File: src/design/ces_pkg.sv
// Constants and types for the carrier edge shaping block.
// Assumes a single clock domain and a carrier tick supplied by the RF core.
package ces_pkg;

	// Register indices; byte address is four times the index
	localparam int unsigned REG_IDX_TYPE     = 'h3d;
	localparam int unsigned REG_IDX_TIMING   = 'h3e;
	localparam int unsigned REG_IDX_LENGTH   = 'h3f;
	localparam int unsigned REG_IDX_RESIDUAL = 'h40;
	localparam int unsigned REG_IDX_STATUS   = 'h41;
	localparam int unsigned ADDR_W           = 12;
	localparam int unsigned BYTE_SHIFT       = 2;

	// Reset values of the configuration registers
	localparam logic [7:0] RST_TYPE     = 8'h00;
	localparam logic [7:0] RST_TIMING   = 8'h00;
	localparam logic [7:0] RST_LENGTH   = 8'h00;
	localparam logic [7:0] RST_RESIDUAL = 8'h00;

	// Writable bit masks; reserved bits store and read as zero
	localparam logic [7:0] MASK_TYPE     = 8'hff;
	localparam logic [7:0] MASK_TIMING   = 8'h77;
	localparam logic [7:0] MASK_LENGTH   = 8'h9f;
	localparam logic [7:0] MASK_RESIDUAL = 8'hff;

	// Field positions
	localparam int unsigned FALL_CODE_LSB = 4;
	localparam int unsigned RISE_CODE_LSB = 0;
	localparam int unsigned FALL_SEL_LSB  = 4;
	localparam int unsigned RISE_SEL_LSB  = 0;
	localparam int unsigned STRETCH_BIT   = 7;
	localparam int unsigned COUNT_LSB     = 0;
	localparam int unsigned COUNT_W       = 5;

	// Edge style codes
	localparam logic [3:0] CODE_LIN1     = 4'h1;
	localparam logic [3:0] CODE_LIN2     = 4'h2;
	localparam logic [3:0] CODE_LIN3     = 4'h3;
	localparam logic [3:0] CODE_LUT      = 4'h4;
	localparam logic [3:0] CODE_LUT_CORR = 4'h5;
	localparam logic [3:0] CODE_LUT_ADPT = 4'h6;
	localparam logic [2:0] LUT_SEL_MAX   = 3'h3;

	// Amplitude levels
	localparam logic [7:0] LEVEL_FULL = 8'hff;

	// AXI4-Lite responses
	localparam logic [1:0] RESP_OKAY   = 2'h0;
	localparam logic [1:0] RESP_DECERR = 2'h3;

	// Decoded description of one edge
	typedef struct packed {
		logic       fwShaping;
		logic       lutShaping;
		logic [1:0] segments;
		logic [2:0] timeConst;
		logic [1:0] lutIndex;
		logic       supplyAdapt;
		logic       supplyCorrect;
		logic       reservedCode;
	} ces_shape_t;

	typedef enum {
		CES_FULL,
		CES_FALL,
		CES_LOW,
		CES_RISE
	} ces_state_t;

endpackage : ces_pkg

File: src/design/ces_edge_if.sv
// Carries one edge's raw setting fields to the decoder and its result back.
// Assumes the decoder is purely combinational.
`timescale 1ns/1ps
`default_nettype none
interface ces_edge_if;
	logic [3:0]          typeCode;
	logic [2:0]          styleSel;
	ces_pkg::ces_shape_t shape;

	modport dec (input typeCode, input styleSel, output shape);
	modport user (output typeCode, output styleSel, input shape);
endinterface : ces_edge_if
`default_nettype wire

File: src/design/ces_edge_decode.sv
// Decodes one edge's style code and style selection into a shape description.
// Assumes fields come straight from the configuration registers.
`timescale 1ns/1ps
`default_nettype none
module ces_edge_decode (
	// Edge fields in, shape out
	ces_edge_if.dec edge_io
);
	// Code meanings are identical for both edges
	always_comb begin
		edge_io.shape = '0;
		case (edge_io.typeCode)
			ces_pkg::CODE_LIN1, ces_pkg::CODE_LIN2,
			ces_pkg::CODE_LIN3: begin
				edge_io.shape.fwShaping = 1'b1;
				edge_io.shape.segments  = edge_io.typeCode[1:0];
				edge_io.shape.timeConst = edge_io.styleSel;
			end
			ces_pkg::CODE_LUT: begin
				edge_io.shape.lutShaping = 1'b1;
			end
			ces_pkg::CODE_LUT_CORR: begin
				edge_io.shape.lutShaping    = 1'b1;
				edge_io.shape.supplyAdapt   = 1'b1;
				edge_io.shape.supplyCorrect = 1'b1;
			end
			ces_pkg::CODE_LUT_ADPT: begin
				edge_io.shape.lutShaping  = 1'b1;
				edge_io.shape.supplyAdapt = 1'b1;
			end
			default: begin
				edge_io.shape.reservedCode = 1'b1;
			end
		endcase
		if (edge_io.shape.lutShaping) begin
			edge_io.shape.lutIndex = edge_io.styleSel[1:0];
			if (edge_io.styleSel > ces_pkg::LUT_SEL_MAX) begin
				edge_io.shape.reservedCode = 1'b1;
			end
		end
	end
endmodule : ces_edge_decode
`default_nettype wire

File: src/design/ces_shaper.sv
// Carrier edge shaper: AXI4-Lite configuration and an edge sequencer that
// ramps the carrier amplitude between full and residual level.
// Assumes carrierTick pulses once per carrier cycle, synchronous to clk.
`timescale 1ns/1ps
`default_nettype none
module ces_shaper (
	// Clock and reset
	input  wire logic        clk,
	input  wire logic        rstn,
	// AXI4-Lite write channels
	input  wire logic [11:0] awaddr,
	input  wire logic        awvalid,
	output logic             awready,
	input  wire logic [31:0] wdata,
	input  wire logic [3:0]  wstrb,
	input  wire logic        wvalid,
	output logic             wready,
	output logic [1:0]       bresp,
	output logic             bvalid,
	input  wire logic        bready,
	// AXI4-Lite read channels
	input  wire logic [11:0] araddr,
	input  wire logic        arvalid,
	output logic             arready,
	output logic [31:0]      rdata,
	output logic [1:0]       rresp,
	output logic             rvalid,
	input  wire logic        rready,
	// Carrier timing and modulation request
	input  wire logic        carrierTick,
	input  wire logic        modActive,
	// Shaped amplitude and active edge description
	output logic [7:0]       amplitude,
	output logic [4:0]       edgeStep,
	output logic             edgeBusy,
	output logic             edgeFalling,
	output ces_pkg::ces_shape_t activeShape
);
	localparam int unsigned AW = ces_pkg::ADDR_W;
	localparam int unsigned CW = ces_pkg::COUNT_W;

	// Byte addresses of the registers
	localparam logic [AW-1:0] ADDR_TYPE =
		AW'(ces_pkg::REG_IDX_TYPE << ces_pkg::BYTE_SHIFT);
	localparam logic [AW-1:0] ADDR_TIMING =
		AW'(ces_pkg::REG_IDX_TIMING << ces_pkg::BYTE_SHIFT);
	localparam logic [AW-1:0] ADDR_LENGTH =
		AW'(ces_pkg::REG_IDX_LENGTH << ces_pkg::BYTE_SHIFT);
	localparam logic [AW-1:0] ADDR_RESIDUAL =
		AW'(ces_pkg::REG_IDX_RESIDUAL << ces_pkg::BYTE_SHIFT);
	localparam logic [AW-1:0] ADDR_STATUS =
		AW'(ces_pkg::REG_IDX_STATUS << ces_pkg::BYTE_SHIFT);

	// Configuration registers
	logic [7:0]    edgeShapeTypeA,      next_edgeShapeTypeA;
	logic [7:0]    edgeShapeTimingA,    next_edgeShapeTimingA;
	logic [7:0]    edgeShapeLengthA,    next_edgeShapeLengthA;
	logic [7:0]    residualCarrierLevelB, next_residualCarrierLevelB;
	// Write and read channel state
	logic          awHeld,   next_awHeld;
	logic [AW-1:0] awAddrQ,  next_awAddrQ;
	logic          wHeld,    next_wHeld;
	logic [7:0]    wByteQ,   next_wByteQ;
	logic          wLaneQ,   next_wLaneQ;
	logic          next_bvalid;
	logic [1:0]    next_bresp;
	logic          next_rvalid;
	logic [31:0]   next_rdata;
	logic [1:0]    next_rresp;
	// Sequencer state
	ces_pkg::ces_state_t state, next_state;
	logic [7:0]    next_amplitude;
	logic [CW-1:0] next_edgeStep;
	logic [CW-1:0] edgeLen,   next_edgeLen;
	logic          edgeStretch, next_edgeStretch;
	logic          holdCnt,   next_holdCnt;
	logic [7:0]    edgeDelta, next_edgeDelta;
	logic [7:0]    edgeTarget, next_edgeTarget;
	logic [CW-1:0] errAcc,    next_errAcc;
	logic          next_edgeFalling;
	ces_pkg::ces_shape_t next_activeShape;
	ces_pkg::ces_shape_t edgeShape [2];

	// One decoder per edge: index 0 falling, index 1 rising
	for (genvar e = 0; e < 2; e++) begin : g_edge
		ces_edge_if edgeBus ();
		ces_edge_decode u_dec (
			.edge_io (edgeBus.dec)
		);
		if (e == 0) begin : g_fall
			assign edgeBus.typeCode = edgeShapeTypeA[
				ces_pkg::FALL_CODE_LSB +: 4];
			assign edgeBus.styleSel = edgeShapeTimingA[
				ces_pkg::FALL_SEL_LSB +: 3];
		end else begin : g_rise
			assign edgeBus.typeCode = edgeShapeTypeA[
				ces_pkg::RISE_CODE_LSB +: 4];
			assign edgeBus.styleSel = edgeShapeTimingA[
				ces_pkg::RISE_SEL_LSB +: 3];
		end
		assign edgeShape[e] = edgeBus.shape;
	end

	// Handshake readies
	assign awready = !awHeld && !bvalid;
	assign wready  = !wHeld && !bvalid;
	assign arready = !rvalid;

	// Write path: address and data taken in either order, then one response
	always_comb begin
		next_awHeld   = awHeld;
		next_awAddrQ  = awAddrQ;
		next_wHeld    = wHeld;
		next_wByteQ   = wByteQ;
		next_wLaneQ   = wLaneQ;
		next_bvalid   = bvalid;
		next_bresp    = bresp;
		next_edgeShapeTypeA        = edgeShapeTypeA;
		next_edgeShapeTimingA      = edgeShapeTimingA;
		next_edgeShapeLengthA      = edgeShapeLengthA;
		next_residualCarrierLevelB = residualCarrierLevelB;
		if (awvalid && awready) begin
			next_awHeld  = 1'b1;
			next_awAddrQ = awaddr;
		end
		if (wvalid && wready) begin
			next_wHeld  = 1'b1;
			next_wByteQ = wdata[7:0];
			next_wLaneQ = wstrb[0];
		end
		if (bvalid && bready) begin
			next_bvalid = 1'b0;
		end
		if (awHeld && wHeld && !bvalid) begin
			next_awHeld = 1'b0;
			next_wHeld  = 1'b0;
			next_bvalid = 1'b1;
			next_bresp  = ces_pkg::RESP_OKAY;
			case (awAddrQ)
				ADDR_TYPE: if (wLaneQ) begin
					next_edgeShapeTypeA = wByteQ & ces_pkg::MASK_TYPE;
				end
				ADDR_TIMING: if (wLaneQ) begin
					next_edgeShapeTimingA = wByteQ & ces_pkg::MASK_TIMING;
				end
				ADDR_LENGTH: if (wLaneQ) begin
					next_edgeShapeLengthA = wByteQ & ces_pkg::MASK_LENGTH;
				end
				ADDR_RESIDUAL: if (wLaneQ) begin
					next_residualCarrierLevelB =
						wByteQ & ces_pkg::MASK_RESIDUAL;
				end
				ADDR_STATUS: ;                         // Read only, ignored
				default: next_bresp = ces_pkg::RESP_DECERR;
			endcase
		end
	end

	// Read path: answer one cycle after the address is taken
	always_comb begin
		next_rvalid = rvalid;
		next_rdata  = rdata;
		next_rresp  = rresp;
		if (rvalid && rready) begin
			next_rvalid = 1'b0;
		end
		if (arvalid && arready) begin
			next_rvalid = 1'b1;
			next_rresp  = ces_pkg::RESP_OKAY;
			next_rdata  = '0;
			case (araddr)
				ADDR_TYPE:     next_rdata[7:0] = edgeShapeTypeA;
				ADDR_TIMING:   next_rdata[7:0] = edgeShapeTimingA;
				ADDR_LENGTH:   next_rdata[7:0] = edgeShapeLengthA;
				ADDR_RESIDUAL: next_rdata[7:0] = residualCarrierLevelB;
				ADDR_STATUS: begin
					next_rdata[7:0]   = amplitude;
					next_rdata[12:8]  = edgeStep;
					next_rdata[16]    = edgeBusy;
					next_rdata[17]    = edgeFalling;
					next_rdata[18]    = edgeShape[0].reservedCode;
					next_rdata[19]    = edgeShape[1].reservedCode;
				end
				default: next_rresp = ces_pkg::RESP_DECERR;
			endcase
		end
	end

	// Per-step increment of the linear ramp, spreading the remainder evenly
	logic [CW-1:0] lenSafe;
	logic [7:0]    stepQuot;
	logic [CW-1:0] stepRem;
	logic [CW:0]   errSum;
	logic          stepCarry;
	logic [7:0]    stepSize;
	logic          lastState;
	logic          stepNow;
	always_comb begin
		lenSafe   = (edgeLen == '0) ? CW'(1) : edgeLen;
		stepQuot  = 8'(edgeDelta / lenSafe);
		stepRem   = CW'(edgeDelta % lenSafe);
		errSum    = {1'b0, errAcc} + {1'b0, stepRem};
		stepCarry = errSum >= {1'b0, lenSafe};
		stepSize  = stepQuot + {7'h00, stepCarry};
		lastState = edgeStep == CW'(edgeLen - CW'(1));
		// A state ends on its last carrier cycle
		stepNow   = carrierTick && (!edgeStretch || holdCnt);
	end

	// Edge sequencer
	logic [7:0] startLevel;
	logic [7:0] goalLevel;
	logic       goDown;
	always_comb begin
		next_state       = state;
		next_amplitude   = amplitude;
		next_edgeStep    = edgeStep;
		next_edgeLen     = edgeLen;
		next_edgeStretch = edgeStretch;
		next_holdCnt     = holdCnt;
		next_edgeDelta   = edgeDelta;
		next_edgeTarget  = edgeTarget;
		next_errAcc      = errAcc;
		next_edgeFalling = edgeFalling;
		next_activeShape = activeShape;
		startLevel       = amplitude;
		goDown           = (state == ces_pkg::CES_FULL);
		goalLevel        = goDown ? residualCarrierLevelB
		                          : ces_pkg::LEVEL_FULL;
		case (state)
			ces_pkg::CES_FULL, ces_pkg::CES_LOW: begin
				// Settled level follows the residual setting while low
				if (state == ces_pkg::CES_LOW) begin
					next_amplitude = residualCarrierLevelB;
					startLevel     = residualCarrierLevelB;
				end
				if (modActive == goDown) begin
					next_edgeLen     = edgeShapeLengthA[
						ces_pkg::COUNT_LSB +: CW];
					next_edgeStretch = edgeShapeLengthA[
						ces_pkg::STRETCH_BIT];
					next_edgeTarget  = goalLevel;
					next_edgeDelta   = goDown ? startLevel - goalLevel
					                          : goalLevel - startLevel;
					next_edgeFalling = goDown;
					next_activeShape = goDown ? edgeShape[0] : edgeShape[1];
					next_edgeStep    = '0;
					next_errAcc      = '0;
					next_holdCnt     = 1'b0;
					if (next_edgeLen == '0) begin
						next_amplitude = goalLevel;
						next_state = goDown ? ces_pkg::CES_LOW
						                    : ces_pkg::CES_FULL;
					end else begin
						next_state = goDown ? ces_pkg::CES_FALL
						                    : ces_pkg::CES_RISE;
					end
				end
			end
			ces_pkg::CES_FALL, ces_pkg::CES_RISE: begin
				if (carrierTick) begin
					next_holdCnt = edgeStretch && !holdCnt;
				end
				if (stepNow) begin
					if (lastState) begin
						next_amplitude = edgeTarget;
						next_state = edgeFalling ? ces_pkg::CES_LOW
						                         : ces_pkg::CES_FULL;
					end else begin
						next_amplitude = edgeFalling ? amplitude - stepSize
						                             : amplitude + stepSize;
						next_edgeStep  = edgeStep + CW'(1);
					end
					next_errAcc = stepCarry ? CW'(errSum - {1'b0, lenSafe})
					                        : CW'(errSum);
				end
			end
			default: next_state = ces_pkg::CES_FULL;
		endcase
	end

	assign edgeBusy = (state == ces_pkg::CES_FALL) ||
	                  (state == ces_pkg::CES_RISE);

	// State registers
	always_ff @(posedge clk or negedge rstn) begin
		if (!rstn) begin
			edgeShapeTypeA        <= ces_pkg::RST_TYPE;
			edgeShapeTimingA      <= ces_pkg::RST_TIMING;
			edgeShapeLengthA      <= ces_pkg::RST_LENGTH;
			residualCarrierLevelB <= ces_pkg::RST_RESIDUAL;
			awHeld      <= 1'b0;
			awAddrQ     <= '0;
			wHeld       <= 1'b0;
			wByteQ      <= '0;
			wLaneQ      <= 1'b0;
			bvalid      <= 1'b0;
			bresp       <= ces_pkg::RESP_OKAY;
			rvalid      <= 1'b0;
			rdata       <= '0;
			rresp       <= ces_pkg::RESP_OKAY;
			state       <= ces_pkg::CES_FULL;
			amplitude   <= ces_pkg::LEVEL_FULL;
			edgeStep    <= '0;
			edgeLen     <= '0;
			edgeStretch <= 1'b0;
			holdCnt     <= 1'b0;
			edgeDelta   <= '0;
			edgeTarget  <= ces_pkg::LEVEL_FULL;
			errAcc      <= '0;
			edgeFalling <= 1'b0;
			activeShape <= '0;
		end else begin
			edgeShapeTypeA        <= next_edgeShapeTypeA;
			edgeShapeTimingA      <= next_edgeShapeTimingA;
			edgeShapeLengthA      <= next_edgeShapeLengthA;
			residualCarrierLevelB <= next_residualCarrierLevelB;
			awHeld      <= next_awHeld;
			awAddrQ     <= next_awAddrQ;
			wHeld       <= next_wHeld;
			wByteQ      <= next_wByteQ;
			wLaneQ      <= next_wLaneQ;
			bvalid      <= next_bvalid;
			bresp       <= next_bresp;
			rvalid      <= next_rvalid;
			rdata       <= next_rdata;
			rresp       <= next_rresp;
			state       <= next_state;
			amplitude   <= next_amplitude;
			edgeStep    <= next_edgeStep;
			edgeLen     <= next_edgeLen;
			edgeStretch <= next_edgeStretch;
			holdCnt     <= next_holdCnt;
			edgeDelta   <= next_edgeDelta;
			edgeTarget  <= next_edgeTarget;
			errAcc      <= next_errAcc;
			edgeFalling <= next_edgeFalling;
			activeShape <= next_activeShape;
		end
	end
endmodule : ces_shaper
`default_nettype wire

File: config.mk
export PLATFORM = sky130hd
export DESIGN_NAME = ces_shaper
export DESIGN_NICKNAME = d
export VERILOG_FILES = /design/src/design/ces_pkg.sv /design/src/design/ces_edge_if.sv /design/src/design/ces_edge_decode.sv /design/src/design/ces_shaper.sv
export SDC_FILE = /design/constraint.sdc
export NUM_CORES = 1
export LEC_CHECK = 0
export BUFFER_PORTS_ARGS = -buffer_cell sky130_fd_sc_hd__buf_2
export CORE_ASPECT_RATIO = 1.2
export CORE_UTILIZATION = 35
export DETAILED_ROUTE_END_ITERATION = 7
export PLACE_DENSITY = 0.58
export SETUP_SLACK_MARGIN = 0.5
export SLEW_MARGIN = 15
export SYNTH_ARGS = -nofsm -noshare
export SYNTH_HDL_FRONTEND = slang
export SYNTH_SLANG_ARGS = --single-unit
File: constraint.sdc
create_clock -name clk -period 31 [get_ports clk]
set_input_delay 3.1 -clock clk [delete_from_list [all_inputs] [get_ports clk]]
set_output_delay 3.1 -clock clk [all_outputs]
set_load 0.05 [all_outputs]
== Word level (Yosys, flattened, before mapping) ==
Cells that the tools add are included.

* $add $sub $neg: 9
* Divide/modulo/power cells: 2
* Order comparisons: 3
* Equality and inequality tests: 35
* Muxes and demuxes: 61
* Reduce and logical (&&, ||, !) cells: 50

{| class="wikitable"
|+ Operator list
! operator !! number
|-
| 32-bit by 2-bit equality test with 1-bit output, second input constant || 3
|-
| 32-bit 2-to-1 mux || 3
|-
| 12-bit by 8-bit equality test with 1-bit output, second input constant || 6
|-
| 8-bit 2-to-1 mux || 9
|-
| 32-bit by 3-bit equality test with 1-bit output, second input constant || 2
|-
| 32-bit logical NOT || 2
|-
| 32-bit case mux with 2 select lines || 1
|-
| 12-bit by 9-bit equality test with 1-bit output, second input constant || 4
|-
| 5-bit 2-to-1 mux || 9
|-
| 8-bit case mux with 5 select lines || 1
|-
| 32-bit by 1-bit equality test with 1-bit output, second input constant || 1
|-
| 4-bit by 3-bit equality test with 1-bit output, second input constant || 6
|-
| 1-bit 2-to-1 mux || 24
|-
| 8-bit subtractor || 3
|-
| 3-bit AND reduction || 7
|-
| 5-bit case mux with 2 select lines || 2
|-
| 4-bit by 2-bit equality test with 1-bit output, second input constant || 4
|-
| 2-bit 2-to-1 mux || 8
|-
| 8-bit case mux with 2 select lines || 1
|-
| 12-bit 2-to-1 mux || 1
|-
| 3-bit OR reduction || 4
|-
| 6-bit OR reduction || 2
|-
| 1-bit logical AND || 11
|-
| 5-bit logical NOT || 2
|-
| 23 further kinds || 44
|}

* Register bits: 160
* Input bits: 69
* Output and inout port bits: 68
* Logic and storage cells: 192

== Depth between registers and ports, before layout ==
Gate-level depths: netlist (run 1).

* Word-level depth: 11
* Mapped depth: 78
* Gate-level depth less buffers: 76

== Cells and area by module ==
A second synthesis (run 1) with hierarchy kept.

* Cells, all modules: 1056
* Area, all modules: 9556.7 µm²

{| class="wikitable"
|+ Modules (own cells, without submodules)
! module !! times used !! cells each !! area an instance (µm²)
|-
| ces_shaper || 1 || 1012 || 9251.4
|-
| ces_edge_decode || 2 || 22 || 152.6
|}

== Worst setup path after synthesis (run 1) ==
No wires, ideal clock.

* Kind: register -> register
* Start point: register edgeLen[0]
* End point: register amplitude[7]
* Arrival: 16.088 ns
* Required time: 30.911 ns
* Path slack: 14.822 ns
* Cell stages (with the launch flop): 72
* Period minus slack after synthesis: 16.178 ns
* Path through: dfrtp_1 > inv_1 > ha_1 > or4b_4 > nand2_1 > ha_1 > or4b_1 > a31oi_1 > nor2_1 > ha_1 > o211ai_2 > a211oi_2 > nor3_1 > a41o_1 > ha_1 > nor2_1 > a2111oi_4 > mux2_2 > [... 36 more ...] > and2_1 > clkbuf_1 > inv_1 > ha_1 > ha_1 > inv_1 > ha_1 > mux2i_1 > ha_1 > a21o_1 > a21o_1 > a21o_1 > a21oi_1 > o21ai_0 > xnor2_1 > xnor2_1 > xnor2_1 > a211oi_1

* Cells in the longest elaborated chain, start to end: 11

{| class="wikitable"
|+ Ends and longest elaborated chain
! element !! line !! text
|-
| from (decl) || ces_shaper.sv:74 || <nowiki>logic [CW-1:0] edgeLen, next_edgeLen;</nowiki>
|-
| from (signal assigned) || ces_shaper.sv:331 || <nowiki>edgeLen <= next_edgeLen;</nowiki>
|-
| 5-bit logical NOT || ces_shaper.sv:199 || <nowiki>lenSafe = (edgeLen == '0) ? CW'(1) : edgeLen;</nowiki>
|-
| 5-bit 2-to-1 mux || ces_shaper.sv:199 ||
|-
| 8-bit by 5-bit remainder unit with 8-bit output || ces_shaper.sv:201 || <nowiki>stepRem = CW'(edgeDelta % lenSafe);</nowiki>
|-
| 5-bit by 5-bit adder with 6-bit output || ces_shaper.sv:202 || <nowiki>errSum = {1'b0, errAcc} + {1'b0, stepRem};</nowiki>
|-
| 6-bit by 5-bit >= comparator with 1-bit output || ces_shaper.sv:203 || <nowiki>stepCarry = errSum >= {1'b0, lenSafe};</nowiki>
|-
| 8-bit by 1-bit adder with 8-bit output || ces_shaper.sv:204 || <nowiki>stepSize = stepQuot + {7'h00, stepCarry};</nowiki>
|-
| 8-bit adder / 8-bit subtractor (equally long branches) || ces_shaper.sv:271, ces_shaper.sv:270 ||
|-
| 8-bit 2-to-1 mux || ces_shaper.sv:270 || <nowiki>next_amplitude = edgeFalling ? amplitude - stepSize</nowiki>
|-
| 8-bit 2-to-1 mux * || ces_shaper.sv:265 || <nowiki>if (lastState) begin</nowiki>
|-
| 8-bit 2-to-1 mux * || ces_shaper.sv:264 || <nowiki>if (stepNow) begin</nowiki>
|-
| 8-bit case mux with 2 select lines * || ces_shaper.sv:230 || <nowiki>case (state)</nowiki>
|-
| to (signal assigned) || ces_shaper.sv:303 || <nowiki>amplitude <= ces_pkg::LEVEL_FULL;</nowiki>
|-
| to (signal assigned) || ces_shaper.sv:329 || <nowiki>amplitude <= next_amplitude;</nowiki>
|-
| to (decl) || ces_shaper.sv:33 || <nowiki>output logic [7:0] amplitude,</nowiki>
|}

Mark *: on every way between the ends. The rest lies on a longest branch, timed or not. The select of a mux whose other input is x is not followed.
A chain may end at the register's enable or synchronous reset.

== Final worst setup path (run 1) ==
Ends and elaborated chain as after synthesis.

==> results.txt, run 1 <==
By area, the combinational part of the netlist is dominated by compound AO/OA/AOI/OAI gates. The remaining routing DRC violations was 0; the setup slack on the worst flop-to-flop path was 12,760 ps. Entering global routing, the biggest net connects 66 pins. The critical path contains buffers and inverters numbering 6 combined. The tightest min-delay check is of the register to register type. The most numerous cell on the critical path was sky130_fd_sc_hd__ha_1. Of the cells placed in the final design, the portion with a size suffix greater than 1 is 22.65%. The floorplan die height came out at 181.0 µm.

The largest fanout of any net on the critical path came out at 12. In this run, placement finished with an instance count of 1,398. By count the netlist is led by sky130_fd_sc_hd__nand2_1, sky130_fd_sc_hd__dfrtp_1, sky130_fd_sc_hd__nor2_1. Yosys attributes the largest share of cell area to sky130_fd_sc_hd__dfrtp_1, sky130_fd_sc_hd__ha_1, sky130_fd_sc_hd__mux2_2. The shortest clock period the worst path allows after layout was 18,240 ps; the clock-pin slew of the registers on the worst-case setup and hold paths was 60 ps. Input and output buffers added on the ports amount to 94.

The arrival time of data at the critical path endpoint was 18,570 ps; the transition time at the pin with the least slew margin was 914.7 ps. The maximum number of buffers from clock root to sink is 2. The run gives 3223 µm² as the footprint of the flip-flops and latches.

In this run the tightest slew margin relative to its limit is 38.46%. The post-CTS setup repair buffer count is 0, and the post-synthesis sequential area ratio is 34.51%. A synthesized cell averages 9.285 µm². On the final layout, the worst clock skew is 7.026 ps. Post-CTS repair changed the size of 0 cells. For this design the top-level I/O count stands at 137. The floorplan has 65 rows. For this run the aggregate overflow at the end of global routing stands at 0. For the post-synthesis instance total, the log shows 1,006.

The tools report the launch instance of the worst min-delay path as activeShape[11]. The first TritonRoute pass finished after 6 iterations. Number of sinks handled by clock tree synthesis: 128. Initial antenna violation count: 0. For this run, the top clock speed supported by timing is 0.05484 GHz. In the routed layout, each cell is associated on average with a via count of 5.280. The via count came out at 7,550. STA classifies the critical path startpoint as a register. In the final layout, the multi-input gates occupy 5669 µm². The final-report hold violation count was 0. At the end of routability-driven placement, the weighted congestion stood at 0.8954. Summed over all failing endpoints, the final setup total negative slack is 0 ps. Once detailed placement completed, the half-perimeter wirelength came to 18.19 mm.

Cell family with the largest share of critical-path delay: compound AO/OA/AOI/OAI gates. The tools report the initial core utilization as 35.56%. The top cell type by total area after synthesis is sky130_fd_sc_hd__dfrtp_1. In the synthesized netlist the dominant register cell turns out to be sky130_fd_sc_hd__dfrtp_1. The count of final max-slew check failures is 0. The largest individual stage delay along the critical path comes from the cell sky130_fd_sc_hd__a2111oi_4. The final number of setup-violating endpoints was 0. The worst reg2reg path startpoint was edgeLen[0].

The logs give 17 for the number of CTS-inserted buffers and 0 for the number of nets with antenna violations after routing. Of the post-synthesis cell area, the dominant cell type holds 30.01%. The delay of the slowest cell on the worst path was 630 ps; the number of global-route vias before repair was 7,504. Yosys instantiated no cell more often than sky130_fd_sc_hd__nand2_1. Buffers inserted to repair hold after CTS numbered 0. Of all flip-flops after synthesis, the portion carrying an async set or reset was 100.0%.

The portion of netlist area occupied by mux cells works out to 10.46%. The tools report the kind of end point of the critical path as a register. For the Yosys warning count, the log shows 0. The repair_antennas step left the layout with diodes totalling 0. In this run, the number of DRC markers left after iteration 0 of detailed routing was 406. The worst path uses 58.82% of the clock period. The tools report the number of max-cap violations as 0. Setup repair after global routing left no endpoint under its margin.

The logs give 18.46% for the global-route usage over all layers and 2,655 for the filler cell count in the final layout. Counting distinct cell types in the post-synthesis netlist gives 89. The first global-routing pass estimated 39.51 mm of wire. The run finished with clean final reports. Dividing the detail-routed wire length by the instance count gives 16.80 µm. After synthesis the netlist holds a flip-flop and latch count of 128.

The critical path class was register to register. The final layout contains routed wiring with a total length of 24.03 mm. After Yosys synthesis, XOR and XNOR cells account for 4.970% of the synthesized area. The simple logic cell fraction of the synthesized area is 16.05%, and the required time at the endpoint of the critical path is 31,330 ps. Once layout is complete, the cells apart from fillers number 1,430.

The tools report the beginning of the critical path as edgeLen[0]. The total area inside the core boundary comes to 26,270 µm². The number of enable-type register cells in the synthesized netlist works out to 0.

Area of the mapped netlist: 9340 µm². For the final net count, the log shows 1,223. The die outline width is 151.1 µm, and the latest clock arrival within the worst-skew pair is 420 ps. Post-synthesis compound-gate area fraction: 18.49%. In this run the number of H-tree levels came out at 4.

The floorplan step defined a die boundary enclosing 27,350 µm². Clock tree synthesis selected as its root buffer the cell sky130_fd_sc_hd__clkbuf_16. The final worst hold slack was 464.9 ps.

TritonCTS built the clock tree. Relative to the synthesized area, the layout overhead comes to 13.54%. After Yosys synthesis, full adders, half adders and majority gates account for 10.13% of the synthesized area.
-- state kept, by name, summed over array words and instances, names as in the netlist, 2 cells and up --
name / count
rdata: 17
activeShape: 12
awAddrQ: 12
amplitude: 8
edgeDelta: 8
edgeShapeTypeA: 8
edgeTarget: 8
residualCarrierLevelB: 8
wByteQ: 8
edgeShapeLengthA: 6
edgeShapeTimingA: 6
edgeLen: 5
edgeStep: 5
errAcc: 5
state: 2
-- tightest hold or removal path: stages (launching register included) --
cell and delay, ps:
sky130_fd_sc_hd__dfrtp_1 330, sky130_fd_sc_hd__nand2_1 50, sky130_fd_sc_hd__nand2_1 50
-- logic make-up after synthesis --
group,count (synthesis)
AND/OR/NAND/NOR,306
AO/OA/AOI/OAI,247
flip-flops,128
buffers and inverters,112
multiplexers,87
adder cells (fa/ha/maj),72
XOR/XNOR,53
other,1
-- final timing paths --
| kind | to | cells after the start |
|---|---|---|
| setup / recovery | amplitude[7] | 69 |
| hold / removal | activeShape[11] | 2 |
| setup reg to reg | amplitude[7] | 69 |
| hold reg to reg | activeShape[11] | 2 |
| max in group asynchronous | edgeShapeTypeA[3] | 2 |
| min in group asynchronous | awAddrQ[5] | 1 |
-- per-stage QoR --
stage	setup slack (ps)	utilization [%]	area (µm²)
floorplan	14820	-	9393
global placement	12800	38.26	10050
detailed placement	12680	38.26	10050
CTS	12600	40.37	10610
global route	11360	40.37	10610
finish	12760	40.37	10610
-- area by class of cell --
type                       count  area share, %
inverter                      52          1.840
multi-input combinational    780          53.46
clock inverter                15          1.215
sequential                   128          30.39
timing repair buffer         103          5.132
tap                          335          3.952
clock buffer                  17          4.011
-- routing by layer --
metal	global-route usage [%]	part of all wire, %	wire length, µm	vias up
li1	-	-	-	3747
met5	0	0	0	-
met3	2.626	2.7	652	22
met2	32.55	51	12220	151
met4	6.000	2.5	592	0
met1	22.77	44	10560	3630
-- cells in the final DEF, fill, tap and decap left out, types with 5 or more instances in the layout --
cell	netlist	layout
sky130_fd_sc_hd__nand2_1	113	113
sky130_fd_sc_hd__dfrtp_1	112	112
sky130_fd_sc_hd__buf_2	1	93
sky130_fd_sc_hd__nor2_1	73	73
sky130_fd_sc_hd__mux2_2	69	69
sky130_fd_sc_hd__ha_1	66	66
sky130_fd_sc_hd__o21ai_0	65	65
sky130_fd_sc_hd__inv_1	51	51
sky130_fd_sc_hd__a21oi_1	47	47
sky130_fd_sc_hd__xnor2_1	35	35
sky130_fd_sc_hd__nor3_1	19	19
sky130_fd_sc_hd__xor2_1	18	18
sky130_fd_sc_hd__clkbuf_16	0	17
sky130_fd_sc_hd__or3_1	16	16
sky130_fd_sc_hd__a21o_1	16	16
sky130_fd_sc_hd__dfstp_2	16	16
sky130_fd_sc_hd__conb_1	1	15
sky130_fd_sc_hd__mux2i_1	14	14
sky130_fd_sc_hd__o22a_1	14	14
sky130_fd_sc_hd__nand3_1	13	13
sky130_fd_sc_hd__a221oi_1	13	13
sky130_fd_sc_hd__a31oi_1	10	10
sky130_fd_sc_hd__and2_1	10	10
sky130_fd_sc_hd__nor2b_1	10	10
sky130_fd_sc_hd__buf_4	17	9
sky130_fd_sc_hd__nand2b_1	8	8
sky130_fd_sc_hd__o21a_1	7	7
sky130_fd_sc_hd__a22o_1	7	7
sky130_fd_sc_hd__o22ai_1	7	7
sky130_fd_sc_hd__and3_1	6	6
sky130_fd_sc_hd__nand4_1	6	6
sky130_fd_sc_hd__fa_1	6	6
sky130_fd_sc_hd__o21ai_1	5	5
Power of run 1 is left out: the tool's default activity adds up to more than one toggle a clock period on the data nets, which glitch-free logic cannot reach.
==> run 2: changes to the inputs <==
- PLACE_DENSITY: 0.58 -> 0.6
- clock period: 31 -> 16.4 ns (I/O delays scaled with it)
==> results.txt, run 2 (same netlist as run 1, synthesis figures left out) <==
Setup repair after global routing left no endpoint under its margin. The area taken by multi-input logic gates was 5898 µm² (+4.0%); the footprint of the flip-flops and latches was 3224 µm² (about the same). TritonCTS built the clock tree. The class of the worst hold path was register to register. The total wire length after detailed routing came out at 25.05 mm (+4.3%). The run gives 27,350 µm² (unchanged) as the die footprint.

The run finished with clean final reports. The top achievable clock speed was 0.06592 GHz (+20%). The slowest stage of the critical path is the sky130_fd_sc_hd__or4b_4 cell. The worst register-to-register path ends at amplitude[7].

Final net count: 1,282 (+4.8%). The cell depth of the worst flop-to-flop path came out at 71 (+2.9%). For the remaining routing DRC violations, the log shows 0 (unchanged).

The timing endpoint of the critical path was amplitude[7]. The tools report the final global-route overflow total as 0 (unchanged). The library cell used most frequently in the layout, excluding fill and tap cells, is sky130_fd_sc_hd__nand2_1. The tools report the count of routing violations after the opening detailed-route iteration as 299 (-26%). The shortest clock period the worst path allows after layout is 15,170 ps (-3066 ps), and the final number of setup-violating endpoints is 0 (unchanged). The number of CTS-inserted buffers is 17 (unchanged), and the initial core utilization is 35.56% (unchanged). The run gives 4 (unchanged) as the total number of H-tree levels. The kind of end point of the critical path is a register. Clock skew: 8.878 ps (+1.852 ps).

The count of final max-slew check failures came out at 0 (unchanged). Required time at the endpoint of the critical path: 16,740 ps (-14,590 ps). The tools report the launching element type of the critical path as a register. The final-report hold violation count is 0 (unchanged). The aggregate negative setup slack is 0 ps (unchanged), and the number of nets with antenna violations after routing is 0 (unchanged). The filler cell count in the final layout is 2,584 (-2.7%), and the number of buffers added to fix hold violations after cts is 0 (unchanged). For the arrival time of data at the critical path endpoint, the log shows 15,500 ps (-3070 ps).

Last weighted congestion value of the routability-driven placer: 0.8568 (-4.3%). The global-route wire length before repair came out at 40.72 mm (+3.1%). The setup path with the least slack is of type register to register. The initial antenna violation count came out at 0 (unchanged). The final period utilization came out at 92.50% (+34 points). The flip-flop count of the largest register, all copies and words added was 17 (unchanged); the delay of the slowest cell on the worst path was 500 ps (-130 ps).

The largest registers in the layout are rdata: 17 flops, activeShape: 12 flops, awAddrQ: 12 flops. The area of the core is 26,270 µm² (unchanged), and the largest fanout of any net on the critical path is 7 (-5). The run gives 0 (unchanged) as the number of max-cap violations. The logs give 19.12 mm (+5.1%) for the HPWL after detailed placement and 128 (unchanged) for the number of sinks handled by clock tree synthesis. The tree is rooted in a sky130_fd_sc_hd__clkbuf_16. The worst reg2reg path startpoint is edgeLen[1]. The instance count on the critical path is 71 (+2.9%).

The library cells used most frequently in the layout, excluding fill and tap cells, are sky130_fd_sc_hd__nand2_1, sky130_fd_sc_hd__dfrtp_1, sky130_fd_sc_hd__buf_2. The number of global-route vias before repair is 7,879 (+5.0%), and the die outline width is 151.1 µm (unchanged). Setup slack on the worst flop-to-flop path: 1230 ps (-11,530 ps). In this design, the largest share of critical-path delay is due to compound AO/OA/AOI/OAI gates. The global-route usage over all layers was 19.07% (+0.62 points).

The floorplan die height was 181.0 µm (unchanged). The number of top-level pins was 137 (unchanged). Number of antenna cells inserted: 0 (unchanged).

The floorplan row count came out at 65 (unchanged). The layout overhead on the synthesized area works out to 21.55%. The critical path starts at edgeLen[1]. The pin count of the biggest net entering global routing was 83 (+26%). Transition time at the pin with the least slew margin: 1143 ps (+228.6 ps).

The count of buffer and inverter cells on the critical path was 6 (unchanged). The via count came out at 7,844 (+3.9%). The logs give 5 (-1) for the first-pass detailed-route iteration total and 23.78% (-15 points) for the relative slew slack.

Per-cell routed wire length: 16.82 µm (+0.14%). Ranked by flip-flop count, first place goes to rdata. The maximum number of buffers from clock root to sink is 2 (unchanged), and the ratio of routed vias to standard cells is 5.268 (-0.22%). The count of buffers inserted at the top-level ports is 94 (unchanged). For the latest clock arrival within the worst-skew pair, the log shows 430 ps (about the same). The clock-pin slew of the registers on the worst-case setup and hold paths is 60 ps (about the same), and the fraction of final layout cells with drive strength greater than 1 is 29.29% (+6.6 points). The most numerous cell on the critical path was sky130_fd_sc_hd__ha_1.
## run 2: cell types whose count changed in the layout (fill, tap and decap cells not counted), moves of 3 or more
cell                        previous run  this run
sky130_fd_sc_hd__ha_1                 66        61
sky130_fd_sc_hd__a21oi_1              47        42
sky130_fd_sc_hd__a21oi_2               1         5
sky130_fd_sc_hd__inv_8                 4         1
sky130_fd_sc_hd__ha_4                  0         3
sky130_fd_sc_hd__buf_4                 9        69
sky130_fd_sc_hd__o21ai_0              65        62
sky130_fd_sc_hd__bufinv_16             0         4
## run 2: layout make-up
type | instances | area share [%]
multi-input combinational | 780 | 51.95
tap | 335 | 3.692
inverter | 52 | 1.719
timing repair buffer | 162 | 8.662
clock buffer | 17 | 3.747
sequential | 128 | 28.40
clock inverter | 15 | 1.829
## run 2: stage by stage
stage	hold WS [ps]	utilization, %	cell area, µm²	cells	setup slack, ps
after global routing	485.4	43.22	11350	1489	488.8
after floorplan	446.8	-	9409	1020	559.4
final	463.1	43.22	11350	1489	1231
after CTS	464.8	42.31	11110	1480	585.0
after detailed placement	451.3	39.70	10430	1447	230.5
after global placement	447.7	39.70	10430	1447	295.4
## run 2: metal layers
metal	vias up	track usage [%]	wire length [µm]
met3	46	2.828	732
met4	0	6.960	672
met2	152	34.15	13160
met1	3788	22.71	10490
met5	-	0	0
li1	3858	-	-
## run 2: timing repair
action                     4_1_cts  5_1_grt
setup endpoints to repair        3        6
setup buffers                    1        9
pin swaps                        2       22
resized for setup                9       36
## run 2: how the worst min path moves through the flow
stage | to | start | cells past startpoint | slack, ps
global placement | rdata[9] | rdata[9] | 2 | 450
floorplan | edgeStretch | edgeStretch | 2 | 450
global route | activeShape[11] | activeShape[11] | 2 | 490
detailed placement | rdata[11] | rdata[11] | 2 | 450
CTS | rdata[11] | rdata[11] | 2 | 460
finish | rdata[16] | rdata[16] | 2 | 460
## run 2: tightest hold or removal path, stage by stage, from the launching register on
cell	delay, ps
sky130_fd_sc_hd__dfrtp_1	340
sky130_fd_sc_hd__nand2_1	50
sky130_fd_sc_hd__nand2_1	50
Power of run 2 is left out for the same reason.
==> run 3: changes to the inputs <==
- CORE_UTILIZATION: 35 -> 40
- PLACE_DENSITY: 0.6 -> 0.67
==> results.txt, run 3 (same netlist as run 1, synthesis figures left out) <==
The number of buffers added to fix hold violations after cts is 0 (unchanged), and the shortest clock period the worst path allows after layout is 15,280 ps (+111.2 ps). The kind of end point of the critical path is a register. The hold path depth came out at 2 (unchanged). The floorplan row count is 60 (-7.7%). The worst reg2reg path startpoint is edgeLen[1]. The number of global-route vias before repair is 7,783 (-1.2%), and the final global-route overflow total is 0 (unchanged). The tree is rooted in a sky130_fd_sc_hd__clkbuf_16. The die outline width was 141.5 µm (-6.4%); the number of sinks handled by clock tree synthesis was 128 (unchanged). The largest individual stage delay along the critical path comes from the cell sky130_fd_sc_hd__or4b_4. Number of antenna cells inserted: 0 (unchanged). Setup repair after global routing left no endpoint under its margin. For the final net count, the log shows 1,271 (-0.86%). The largest fanout of any net on the critical path was 7 (unchanged); the number of CTS-inserted buffers was 17 (unchanged). Flip-flop count of the largest register, all copies and words added: 17 (unchanged). Per-cell routed wire length: 16.89 µm (+0.40%). The launch instance of the worst min-delay path is activeShape[1].

The maximum number of buffers from clock root to sink was 2 (unchanged); the relative slew slack was 24.92% (+1.1 points). The logs give 0 ps (unchanged) for the aggregate negative setup slack and 410 ps (-20 ps) for the latest clock arrival within the worst-skew pair. The run gives 11,270 µm² (-0.76%) as the post-route standard cell area excluding fillers. The library cells used most frequently in the layout, excluding fill and tap cells, are sky130_fd_sc_hd__nand2_1, sky130_fd_sc_hd__dfrtp_1, sky130_fd_sc_hd__buf_2.

The largest registers in the layout are rdata: 17 flops, activeShape: 12 flops, awAddrQ: 12 flops. The tools report the pre-CTS setup slack as 230.3 ps (-0.2100 ps). More flip-flops sit in one register than any other, and that register is rdata. The run gives 4 (unchanged) as the total number of H-tree levels. The ratio of routed vias to standard cells is 5.469 (+3.8%).

The launching element type of the critical path is a register. For the HPWL after detailed placement, the log shows 18.30 mm (-4.3%). For the number of max-cap violations, the log shows 0 (unchanged). The count of buffers inserted at the top-level ports works out to 94 (unchanged). Die footprint: 23,970 µm² (-12%). The layout overhead on the synthesized area was 20.63%. The endpoint identified for the worst register-to-register timing path is amplitude[7]. The final worst-path setup slack is 1119 ps (-111.2 ps).

For the count of final max-slew check failures, the log shows 0 (unchanged). The final cell count without fillers is 1,453 (-2.4%), and the number of nets with antenna violations after routing is 0 (unchanged). The class of the worst hold path is register to register. TritonCTS built the clock tree. The remaining routing DRC violations was 0 (unchanged); the transition time at the pin with the least slew margin was 1126 ps (-17.11 ps).

The clock-pin slew of the registers on the worst-case setup and hold paths is 60 ps (about the same). The logs give 1,410 (-2.6%) for the cell total after placement and 0 (unchanged) for the final number of setup-violating endpoints. Cell depth of the worst flop-to-flop path: 72 (+1.4%).

The flow ran to the end, and the final reports show no timing, DRC or antenna violations. The run gives 0 (unchanged) as the initial antenna violation count. The required time at the endpoint of the critical path is 16,720 ps (-20 ps), and the final period utilization is 93.17% (+0.68 points). The global-route usage over all layers is 20.91% (+1.8 points), and the last weighted congestion value of the routability-driven placer is 0.8708 (+1.6%). The delay of the slowest cell on the worst path came out at 510 ps (about the same).

The most numerous cell on the critical path is sky130_fd_sc_hd__ha_1. The logs give 1120 ps (-110 ps) for the setup slack on the worst flop-to-flop path and 7,946 (+1.3%) for the via count. The number of top-level pins was 137 (unchanged).

The worst hold path endpoint is activeShape[1]. The logs give 15,610 ps (+110 ps) for the arrival time of data at the critical path endpoint and 10,320 µm² (-1.0%) for the area of placed instances. The run gives 69 (-17%) as the pin count of the biggest net entering global routing. The fraction of final layout cells with drive strength greater than 1 works out to 28.96% (-0.33 points). The floorplan die height works out to 169.4 µm (-6.4%).

The tools report the initial core utilization as 41.20% (+5.6 points). First-pass detailed-route iteration total: 5 (unchanged). The critical path class was register to register.

The run gives 24.54 mm (-2.0%) as the total wire length after detailed routing. Count of routing violations after the opening detailed-route iteration: 340 (+14%). The tools report the clock skew as 9.719 ps (+0.8410 ps). For the top achievable clock speed, the log shows 0.06544 GHz (-0.73%). Global-route wire length before repair: 39.55 mm (-2.9%). The area of the core came out at 22,670 µm² (-14%).

The filler cell count in the final layout was 2,148 (-17%); the final-report hold violation count was 0 (unchanged).
-- run 3: cell type report --
class | count | area (µm²) | area share, %
Clock buffer | 17 | 425.4 | 3.776
Clock inverter | 15 | 195.2 | 1.732
Inverter | 52 | 195.2 | 1.732
Multi-Input combinational cell | 780 | 5927 | 52.60
Sequential cell | 128 | 3223 | 28.61
Tap cell | 310 | 387.9 | 3.443
Timing Repair Buffer | 151 | 913.4 | 8.107
-- run 3: how the worst max path moves through the flow --
stage,endpoint,startpoint
after detailed placement,amplitude[7],edgeLen[1]
after global routing,amplitude[7],edgeLen[1]
after floorplan,amplitude[7],edgeLen[0]
after global placement,amplitude[7],edgeLen[1]
final,amplitude[7],edgeLen[1]
after CTS,amplitude[7],edgeLen[1]
-- run 3: worst max-delay path: cells and delay by family, from the launching register on --
kind	cells	cell delay, ps
AND/OR/NAND/NOR	14	3080
XOR/XNOR	5	940
flip-flops	1	420
buffers and inverters	6	470
multiplexers	4	1100
AO/OA/AOI/OAI	28	4980
adder cells (fa/ha/maj)	15	4180
-- run 3: metal layers --
metal	vias up	wire (µm)	track usage, %
met5	-	0	0
met4	0	1037	9.911
met3	54	839	3.047
met2	220	12700	37.54
met1	3815	9962	24.42
li1	3857	-	-
-- run 3: per-stage QoR --
stage | hold WS [ps] | utilization, %
2_1_floorplan | 446.8 | -
3_3_place_gp | 444.7 | 45.52
3_5_place_dp | 450.7 | 45.52
4_1_cts | 464.9 | 48.42
5_1_grt | 478.7 | 49.70
6_report | 458.7 | 49.70
-- run 3: repair_timing --
action,CTS,global route
gates resized for setup,7,40
setup endpoints to repair,4,7
setup buffers,0,11
pin swaps,0,26
Power of run 3 is left out for the same reason.
